===== src/design/twd_defines.vh =====
`ifndef TWD_DEFINES_VH
`define TWD_DEFINES_VH
// ==========================================================================
// Register select codes.
`define TWD_SEL_IDENT 8'h00
`define TWD_SEL_REV 8'h01
`define TWD_SEL_FLASH_PROGRAM_CONTROL 8'h02
`define TWD_SEL_FLASH_PROGRAM_DATA 8'hbf
`define TWD_SEL_CRC_AUTO 8'h96
`define TWD_SEL_CRC_CNT 8'h97
`define TWD_SEL_CRC_CTL 8'h91
`define TWD_SEL_CRC_DATA 8'hd9
`define TWD_SEL_CRC_FLIP 8'h95
`define TWD_SEL_CRC_IN 8'h94
// ==========================================================================
// Reset values and codes.
`define TWD_PTR_RESET 8'h00
`define TWD_REG_RESET 8'h00
`define TWD_FP_KEY1 8'h02
`define TWD_FP_KEY2 8'h01
`define TWD_CMD_BLK_RD 8'h06
`define TWD_CMD_BLK_WR 8'h07
`define TWD_CMD_PG_ERASE 8'h08
`define TWD_CMD_DEV_ERASE 8'h03
// ==========================================================================
// Link framing: instruction codes and field widths.
`define TWD_INS_DATA_RD 2'h0
`define TWD_INS_ADDR_WR 2'h3
`define TWD_INS_ADDR_RD 2'h2
`define TWD_INS_DATA_WR 2'h1
`define TWD_BYTE_BITS 4'h8
`define TWD_INS_BITS 4'h2
`define TWD_TURN_BITS 4'h1
`endif


===== src/design/twd_debug_port.v =====
`timescale 1ns/1ps
// Overview of operation
// - Two pins only: shared bidirectional data line and input-only clock line.
// - These registers are reachable only through the two-wire debug link.
// - 8-bit read/write select pointer, reset zero, picks data command target.
// - Pointer 0x00 reads return the device identity code.
// - Pointer 0x01 reads return the silicon revision code.
// - Pointer 0x02 data commands access flash programming control.
// - Pointer 0xBF data commands access flash programming data.
// - Pointers 0x96, 0x97, 0x91 reach CRC auto, count, control registers.
// - Pointers 0xD9, 0x95, 0x94 reach CRC result, reversal, input registers.
// - Flash data accepts block read, block write, page erase, device erase.
`include "twd_defines.vh"
module twd_debug_port #(
  // Arbitrary identity values, not those of any real part.
  parameter [7:0] DEVICE_IDENTITY = 8'h5a,
  parameter [7:0] SILICON_REVISION = 8'h00
) (
  // Clock and reset.
  input wire ref_clk,
  input wire resetn,
  // Debug link pins.
  input wire debug_clock_line,
  input wire debug_data_line_i,
  output reg debug_data_line_o,
  output reg debug_data_line_oe,
  // Flash programming side.
  output reg flash_prog_enable,
  output reg flash_cmd_valid,
  output reg [7:0] flash_cmd_code,
  output reg flash_data_wr,
  output reg [7:0] flash_data_wdata,
  input wire [7:0] flash_data_rdata,
  // CRC unit side.
  output reg crc_wr,
  output reg crc_rd,
  output reg [7:0] crc_sel,
  output reg [7:0] crc_wdata,
  input wire [7:0] crc_rdata,
  // Status.
  output reg [7:0] register_select_pointer
);
  // ==========================================================================
  // Frame states.
  localparam [2:0] ST_IDLE = 3'h0;
  localparam [2:0] ST_INS = 3'h1;
  localparam [2:0] ST_WDATA = 3'h2;
  localparam [2:0] ST_TURN = 3'h3;
  localparam [2:0] ST_RDATA = 3'h4;
  localparam [2:0] ST_STOP = 3'h5;

  function is_crc;
    input [7:0] sel;
    begin
      is_crc = (sel == `TWD_SEL_CRC_AUTO) || (sel == `TWD_SEL_CRC_CNT) ||
        (sel == `TWD_SEL_CRC_CTL) || (sel == `TWD_SEL_CRC_DATA) ||
        (sel == `TWD_SEL_CRC_FLIP) || (sel == `TWD_SEL_CRC_IN);
    end
  endfunction

  function is_flash_cmd;
    input [7:0] code;
    begin
      is_flash_cmd = (code == `TWD_CMD_BLK_RD) || (code == `TWD_CMD_BLK_WR) ||
        (code == `TWD_CMD_PG_ERASE) || (code == `TWD_CMD_DEV_ERASE);
    end
  endfunction

  // ==========================================================================
  // Pin synchronisers; the link clock is sampled, never used as a clock.
  reg ck_s1_q;
  reg ck_s2_q;
  reg ck_s3_q;
  reg d_s1_q;
  reg d_s2_q;
  always @(posedge ref_clk) begin
    if (!resetn) begin
      ck_s1_q <= 1'b1;
      ck_s2_q <= 1'b1;
      ck_s3_q <= 1'b1;
      d_s1_q <= 1'b0;
      d_s2_q <= 1'b0;
    end else begin
      ck_s1_q <= debug_clock_line;
      ck_s2_q <= ck_s1_q;
      ck_s3_q <= ck_s2_q;
      d_s1_q <= debug_data_line_i;
      d_s2_q <= d_s1_q;
    end
  end
  // Data is sampled on the rising edge; the device drives after the falling edge.
  wire ck_rise = ck_s2_q & ~ck_s3_q;
  wire ck_fall = ~ck_s2_q & ck_s3_q;

  // ==========================================================================
  // Frame engine.
  reg [2:0] state_q;
  reg [3:0] cnt_q;
  reg [1:0] ins_q;
  reg [7:0] sh_q;
  reg [7:0] rd_byte_q;
  reg fp_key_q;
  reg [7:0] flash_program_control_q;
  reg [7:0] read_mux;

  // Read data chosen from the pointer at the turnaround.
  always @* begin
    read_mux = `TWD_REG_RESET;
    if (register_select_pointer == `TWD_SEL_IDENT)
      read_mux = DEVICE_IDENTITY;
    else if (register_select_pointer == `TWD_SEL_REV)
      read_mux = SILICON_REVISION;
    else if (register_select_pointer == `TWD_SEL_FLASH_PROGRAM_CONTROL)
      read_mux = flash_program_control_q;
    else if (register_select_pointer == `TWD_SEL_FLASH_PROGRAM_DATA)
      read_mux = flash_data_rdata;
    else if (is_crc(register_select_pointer))
      read_mux = crc_rdata;
  end

  always @(posedge ref_clk) begin
    if (!resetn) begin
      state_q <= ST_IDLE;
      cnt_q <= 4'h0;
      ins_q <= 2'h0;
      sh_q <= `TWD_REG_RESET;
      rd_byte_q <= `TWD_REG_RESET;
      register_select_pointer <= `TWD_PTR_RESET;
      flash_program_control_q <= `TWD_REG_RESET;
      fp_key_q <= 1'b0;
      flash_prog_enable <= 1'b0;
      flash_cmd_valid <= 1'b0;
      flash_cmd_code <= `TWD_REG_RESET;
      flash_data_wr <= 1'b0;
      flash_data_wdata <= `TWD_REG_RESET;
      crc_wr <= 1'b0;
      crc_rd <= 1'b0;
      crc_sel <= `TWD_REG_RESET;
      crc_wdata <= `TWD_REG_RESET;
      debug_data_line_o <= 1'b0;
      debug_data_line_oe <= 1'b0;
    end else begin
      flash_cmd_valid <= 1'b0;
      flash_data_wr <= 1'b0;
      crc_wr <= 1'b0;
      crc_rd <= 1'b0;
      case (state_q)
        ST_IDLE: begin
          debug_data_line_oe <= 1'b0;
          // A start bit is any sampled rising clock edge; the first bit is ignored.
          if (ck_rise) begin
            state_q <= ST_INS;
            cnt_q <= 4'h0;
          end
        end
        ST_INS: begin
          if (ck_rise) begin
            ins_q <= {d_s2_q, ins_q[1]};
            cnt_q <= cnt_q + 4'h1;
            if (cnt_q == `TWD_INS_BITS - 4'h1) begin
              cnt_q <= 4'h0;
              if ({d_s2_q, ins_q[1]} == `TWD_INS_ADDR_WR ||
                  {d_s2_q, ins_q[1]} == `TWD_INS_DATA_WR)
                state_q <= ST_WDATA;
              else
                state_q <= ST_TURN;
            end
          end
        end
        ST_WDATA: begin
          if (ck_rise) begin
            sh_q <= {d_s2_q, sh_q[7:1]};
            cnt_q <= cnt_q + 4'h1;
            if (cnt_q == `TWD_BYTE_BITS - 4'h1) begin
              state_q <= ST_STOP;
              if (ins_q == `TWD_INS_ADDR_WR)
                register_select_pointer <= {d_s2_q, sh_q[7:1]};
              else if (register_select_pointer == `TWD_SEL_FLASH_PROGRAM_CONTROL) begin
                // The unlock pair must arrive back to back; only a reset clears it.
                flash_program_control_q <= {d_s2_q, sh_q[7:1]};
                fp_key_q <= ({d_s2_q, sh_q[7:1]} == `TWD_FP_KEY1);
                if (fp_key_q && {d_s2_q, sh_q[7:1]} == `TWD_FP_KEY2)
                  flash_prog_enable <= 1'b1;
              end else if (register_select_pointer == `TWD_SEL_FLASH_PROGRAM_DATA) begin
                flash_data_wr <= 1'b1;
                flash_data_wdata <= {d_s2_q, sh_q[7:1]};
                if (is_flash_cmd({d_s2_q, sh_q[7:1]})) begin
                  flash_cmd_valid <= flash_prog_enable;
                  flash_cmd_code <= {d_s2_q, sh_q[7:1]};
                end
              end else if (is_crc(register_select_pointer)) begin
                crc_wr <= 1'b1;
                crc_sel <= register_select_pointer;
                crc_wdata <= {d_s2_q, sh_q[7:1]};
              end
              // Identity and revision writes fall through untouched.
            end
          end
        end
        ST_TURN: begin
          // The turnaround is a whole link cycle of its own; the falling edge of the last
          // instruction bit must not start the read, or every bit would come one cycle early.
          if (ck_rise)
            cnt_q <= 4'h1;
          if (ck_fall && cnt_q == 4'h1) begin
            state_q <= ST_RDATA;
            cnt_q <= 4'h0;
            rd_byte_q <= (ins_q == `TWD_INS_ADDR_RD) ? register_select_pointer : read_mux;
            debug_data_line_o <= (ins_q == `TWD_INS_ADDR_RD) ?
              register_select_pointer[0] : read_mux[0];
            debug_data_line_oe <= 1'b1;
            if (ins_q == `TWD_INS_DATA_RD && is_crc(register_select_pointer)) begin
              crc_rd <= 1'b1;
              crc_sel <= register_select_pointer;
            end
          end
        end
        ST_RDATA: begin
          if (ck_fall) begin
            cnt_q <= cnt_q + 4'h1;
            debug_data_line_o <= rd_byte_q[cnt_q[2:0] + 3'h1];
            if (cnt_q == `TWD_BYTE_BITS - 4'h1) begin
              debug_data_line_oe <= 1'b0;
              state_q <= ST_STOP;
            end
          end
        end
        ST_STOP: begin
          debug_data_line_oe <= 1'b0;
          if (ck_rise)
            state_q <= ST_IDLE;
        end
        default: state_q <= ST_IDLE;
      endcase
    end
  end
endmodule


===== config.mk =====
export PLATFORM = sky130hd
export DESIGN_NAME = twd_debug_port
export DESIGN_NICKNAME = d
export VERILOG_FILES = /design/src/design/twd_debug_port.v
export VERILOG_INCLUDE_DIRS = /design/src /design/src/design
export SDC_FILE = /design/constraint.sdc
export NUM_CORES = 1
export LEC_CHECK = 0
export ABC_CLOCK_PERIOD_IN_PS = 3000
export BUFFER_PORTS_ARGS = -buffer_cell sky130_fd_sc_hd__buf_2
export CORE_MARGIN = 1
export CORE_UTILIZATION = 56
export CTS_CLUSTER_SIZE = 8
export DETAILED_ROUTE_END_ITERATION = 16
export PLACE_DENSITY = 0.8
export SYNTH_ARGS = -nofsm -noshare
export SYNTH_HDL_FRONTEND = slang
export SYNTH_SLANG_ARGS = --single-unit

===== constraint.sdc =====
create_clock -name ref_clk -period 3 [get_ports ref_clk]
set_clock_uncertainty 0.1 [all_clocks]
set_input_delay 0 -clock ref_clk [delete_from_list [all_inputs] [get_ports ref_clk]]
set_output_delay 0 -clock ref_clk [all_outputs]
set_load 0.01 [all_outputs]

# Yosys cells after proc, flatten, opt, wreduce, memory -nomap -nowiden
# Cells that the tools add are included.
# word_totals
regBits	86
in_bits	20
out_inout_bits	47
# classes
add_sub_neg	2
magnitude_cmp	1
n_eq_ne	41
n_mux	46
bitwise_logic	12
reduce_logical	38
# op_table
cell	n
2-to-1 mux 8 bit	14
== test 8 bit (second input constant)	7
2-to-1 mux 4 bit	7
!= test 2 bit (second input constant)	14
== test 8 x 2 -> 1 bit (second input constant)	3
2-to-1 mux 3 bit	8
AND reduction 7 bit	3
one-hot mux 4 bit (5 select lines)	1
one-hot mux 3 bit (6 select lines)	1
AND reduction 6 bit	3
== test 8 x 1 -> 1 bit (second input constant)	2
== test 8 x 3 -> 1 bit (second input constant)	2
one-hot mux 8 bit (2 select lines)	1
2-to-1 mux 1 bit	11
NOT 1 bit	10
logical OR 1 bit	9
AND reduction 9 bit	1
== test 8 x 4 -> 1 bit (second input constant)	1
logical NOT 8 bit	1
AND reduction 4 bit	2
OR reduction 8 bit	1
OR reduction 7 bit	1
== test 2 bit (second input constant)	3
== test 3 x 2 -> 1 bit (second input constant)	2
other kinds (24)	32

# Depth between registers and ports, before layout
# depth
ltp_word	14
ltp_mapped	8
depth_no_buf	7

# Least setup slack after synthesis
# No wires, ideal clock.
# synth_path
path_kind	register to register
startpoint	reg register_select_pointer[0]
endpoint	reg crc_sel[3]
arrival_time_ns	2.229
required_ns	2.758
slack_ns	0.528
stages_incl_launch_ff	8
path_buffers	2
period_less_slack_ns	2.472
cell_sequence	dfxtp_1 -> buf_6 -> or4b_1 -> o211a_1 -> or3_1 -> buf_6 -> a2111oi_4 -> o21ai_0
# synth_between
elab_chain_len	9
# synth_lines
item	line_no	rtl
from (decl)	twd_debug_port.v:41	output reg [7:0] register_select_pointer
from (signal assigned)	twd_debug_port.v:128	register_select_pointer <= `TWD_PTR_RESET;
from (signal assigned)	twd_debug_port.v:177	register_select_pointer <= {d_s2_q, sh_q[7:1]};
== test 8 bit (no line)	--	
logical OR 1 bit (5 in a row)	twd_debug_port.v:55	is_crc = (sel == `TWD_SEL_CRC_AUTO) || (sel == `TWD_SEL_CRC_CNT) ||
logical AND 1 bit	twd_debug_port.v:212	if (ins_q == `TWD_INS_DATA_RD && is_crc(register_select_pointer)) begin
!= test 2 bit (no line)	--	
AND reduction 9 bit (no line) *	--	
to (signal assigned)	twd_debug_port.v:138	crc_sel <= `TWD_REG_RESET;
to (signal assigned)	twd_debug_port.v:193	crc_sel <= register_select_pointer;
to (signal assigned)	twd_debug_port.v:214	crc_sel <= register_select_pointer;
to (decl)	twd_debug_port.v:37	output reg [7:0] crc_sel,
# Every way passes the cells marked *; elsewhere a longest branch is shown, timed or not.
# A chain may end at the register's enable or synchronous reset.

# Worst setup path after layout
# layout_path
startpoint	reg register_select_pointer[0]
endpoint	reg rd_byte_q[7]
# layout_between
elab_chain_len	12
# layout_lines
item	line_no	rtl
== test 8 bit (no line)	--	
logical OR 1 bit (5 in a row)	twd_debug_port.v:55	
2-to-1 mux 8 bit	twd_debug_port.v:117	else if (is_crc(register_select_pointer))
2-to-1 mux 8 bit	twd_debug_port.v:115	else if (register_select_pointer == `TWD_SEL_FLASH_PROGRAM_DATA)
2-to-1 mux 8 bit	twd_debug_port.v:113	else if (register_select_pointer == `TWD_SEL_FLASH_PROGRAM_CONTROL)
2-to-1 mux 8 bit	twd_debug_port.v:111	else if (register_select_pointer == `TWD_SEL_REV)
2-to-1 mux 8 bit *	twd_debug_port.v:109	if (register_select_pointer == `TWD_SEL_IDENT)
2-to-1 mux 8 bit *	twd_debug_port.v:208	rd_byte_q <= (ins_q == `TWD_INS_ADDR_RD) ? register_select_pointer : read_mux;
to (signal assigned)	twd_debug_port.v:127	rd_byte_q <= `TWD_REG_RESET;
to (signal assigned)	twd_debug_port.v:208	
to (decl)	twd_debug_port.v:101	reg [7:0] rd_byte_q;
# Marked as above.

==> run_results.csv <==
group,metric,value,unit
layout,final_cell_mix,"dfxtp_1, nand2_1, buf_2",
synthesis,synth-seq-cells,85,
clock_network,path_clk_slew,0.09,ns
route,wl_per_cell,17.3,um
layout,antenna_cells,0,
power_and_ir_drop,p_per_area,461,nW/um2
synthesis,syn_nets,465,
worst_setup_path,path_class,"register to register",
layout,multi_input_area,1980,um2
power_and_ir_drop,pwr-share-comb,2.8,%
layout,area_delta_synth_final,20.5,%
sta,tns,0,ns
worst_setup_path,required,3.21,ns
layout,layout.nets,541,
power_and_ir_drop,peakVddDrop,0.422,mV
worst_setup_path,r2r_cells,6,
die,core_area,6460,um2
power_and_ir_drop,p_leak,1.90,nW
synthesis,synthCells,443,
worst_setup_path,reg2reg_to,"rd_byte_q[7]",
place,place.gp.congestion,0.938,
status,outcome,"complete, but fails checks",
clock_network,cts_htree_levels,3,
sta,fmax,355,MHz
synthesis,syn-cell-area,3820,um2
synthesis,synth_edf_count,0,
sta,setup_viol,0,
layout,regArea,1700,um2
run,cap_violations,0,
place,dp_hpwl,6890,um
hold_path,hold_depth,3,
power_and_ir_drop,power_switching,0.000488,W
die,ios,67,
hold_path,min_from,"resetn",
worst_setup_path,crit_arrival,3.03,ns
sta,fin_crit,2.82,ns
die,start_util,59.1,%
power_and_ir_drop,switching_share,23.0,%
synthesis,synth.distinct_cells,57,
clock_network,numCtsBuffers,9,
synthesis,synthArstFlopShare,0,%
clock_network,cts_tree,"yes",
sta,rsz0062_at_grt,"no",
worst_setup_path,cp-end-kind,"register",
die,die_height,84.6,um
worst_setup_path,cp-startpoint,"register_select_pointer[0]",
status,violations,"design-rule violations",
power_and_ir_drop,p_int,0.00163,W
clock_network,clk_latency,0.37,ns
place,io_buffers,66,
layout,final_common_cell,"dfxtp_1",
hold_path,hp-class,"input port to register",
layout,post-route-util,71.2,%
route,drt_wl_total,10400,um
global_routing,first_global_vias,3520,
die,die_w,84.6,um
hold_path,worstHoldEndpoint,"ck_s1_q",
route,dr.pass1.iters,12,
route,first_iter_violations,484,
sta,worst_pin_slew,0.720,ns
synthesis,ys_seq_area_share,44.6,%
synthesis,syn_avg_cell_area,8.61,um2
worst_setup_path,r2r-start,"register_select_pointer[0]",
sta,finalHoldViolCount,0,
synthesis,synth_top_area_cell,"dfxtp_1",
sta,max-slew-margin-rel,51.9,%
clock_network,cts_root_buf,"clkbuf_8",
power_and_ir_drop,p_clk_share,43.8,%
global_routing,grt_max_degree,41,
synthesis,ys.flop_type,"dfxtp_1",
worst_setup_path,crit_fanout,13,
route,via_count,3735,
power_and_ir_drop,seqPwrFrac,53.4,%
die,dieArea,7150,um2
layout,drive_gt1_share,20.2,%
sta,min_period_over_period,93.9,%
global_routing,grt_overflow,0,
route,ant_nets,0,
global_routing,antenna_found_initial,0,
clock_network,clock_path_buffers,2,
sta,drv_slew,0,
synthesis,synth_warnings,0,
layout,fill_cells,483,
clock_network,clock_sinks,85,
global_routing,track_usage,30.6,%
global_routing,grt_pass1_wl,17100,um
synthesis,synth_top_area_share,44.6,%
worst_setup_path,worst_setup_path_start_kind,"register",
die,rows,29,
synthesis,synthTopCellsByArea,"dfxtp_1, nand2_1, mux2i_1",
worst_setup_path,r2r_slack,0.18,ns
route,via_per_inst,6.21,
route,route.detailed.drc,2,
critical path, cell delays in order (launching register included):
cell	delay (ns)
dfxtp_1	0.55
or4b_1	0.48
o211a_1	0.19
nor3_2	0.45
a221o_1	0.24
dlygate4sd3_1	0.57
a32o_1	0.18
registers in the layout (all words and copies together) (netlist names), 2 cells and up:
| register | cells |
|---|---|
| cnt_q | 4 |
| crc_sel | 8 |
| crc_wdata | 8 |
| flash_cmd_code | 8 |
| flash_data_wdata | 8 |
| flash_program_control_q | 8 |
| ins_q | 2 |
| rd_byte_q | 8 |
| register_select_pointer | 8 |
| sh_q | 7 |
| state_q | 3 |
stage by stage:
stage | hold slack (ns) | worst slack, ns | instances | power, W | area [um2]
after detailed placement | 0.0851 | 0.385 | 569 | 0.00121 | 4210
after global routing | 0.0564 | 0.0257 | 601 | 0.00218 | 4600
after CTS | 0.0318 | 0.149 | 601 | 0.00212 | 4590
final | 0.0435 | 0.183 | 601 | 0.00212 | 4600
after floorplan | 0.00147 | 0.528 | 443 | 0.00119 | 3820
after global placement | 0.0809 | 0.530 | 569 | 0.00121 | 4210
worst max path at each step:
stage / end / slack (ns) / depth (start not counted)
detailed placement: crc_sel[0] / 0.38 / 6
floorplan: crc_sel[3] / 0.53 / 7
CTS: rd_byte_q[3] / 0.15 / 8
global route: rd_byte_q[5] / 0.03 / 6
global placement: crc_sel[0] / 0.53 / 6
finish: rd_byte_q[7] / 0.18 / 6
timing repair:
action | CTS | global route
gates resized for setup | 0 | 1
endpoints found under the setup margin | 0 | 4
hold buffers | 16 | 0
endpoints found under the hold margin | 9 | 0
buffers inserted | 0 | 0
final cells by class:
type,instances,area share (%)
clock inverters,7,2.23
repair buffers,94,12.6
inverters,4,0.326
clock buffers,9,2.69
well taps,77,2.09
flip-flops and latches,85,37.0
multi-input cells,325,43.0
logic make-up (layout without fill, tap and decap cells):
logic type / count (synthesis) / after routing / synth area share (%)
buf+inv: 33 / 114 / 3.67
simple gates: 188 / 188 / 24.7
flops: 85 / 85 / 44.6
mux: 27 / 27 / 7.74
xor+xnor: 1 / 1 / 0.230
compound gates: 107 / 107 / 18.5
fa+ha+maj: 2 / 2 / 0.656
power by group through the flow:
stage / Combinational (W) / Clock [W] / Sequential, W
after floorplan: 0.0000275 / 0 / 0.00116
after global placement: 0.0000466 / 0 / 0.00116
after detailed placement: 0.0000473 / 0 / 0.00116
after CTS: 0.0000565 / 0.000925 / 0.00113
after global routing: 0.0000633 / 0.000986 / 0.00114
final: 0.0000584 / 0.000930 / 0.00113
synthesized netlist by cell type, types with 4 or more instances:
| library cell | count |
|---|---|
| a211oi_1 | 7 |
| a21o_1 | 4 |
| a21oi_1 | 40 |
| a221o_1 | 7 |
| and2_1 | 5 |
| and3_1 | 6 |
| clkbuf_1 | 25 |
| dfxtp_1 | 85 |
| mux2i_1 | 25 |
| nand2_1 | 70 |
| nand2b_1 | 8 |
| nand3_1 | 18 |
| nand4_1 | 4 |
| nor2_1 | 36 |
| nor2b_1 | 6 |
| nor3_1 | 6 |
| o21ai_0 | 24 |
| o221ai_1 | 4 |
per-layer routing:
metal	track usage, %	routed length, um
met5	0	0
met4	16.9	420
met3	6.29	801
met2	49.0	4940
met1	38.7	4270
(Power assumes the default switching activity.)
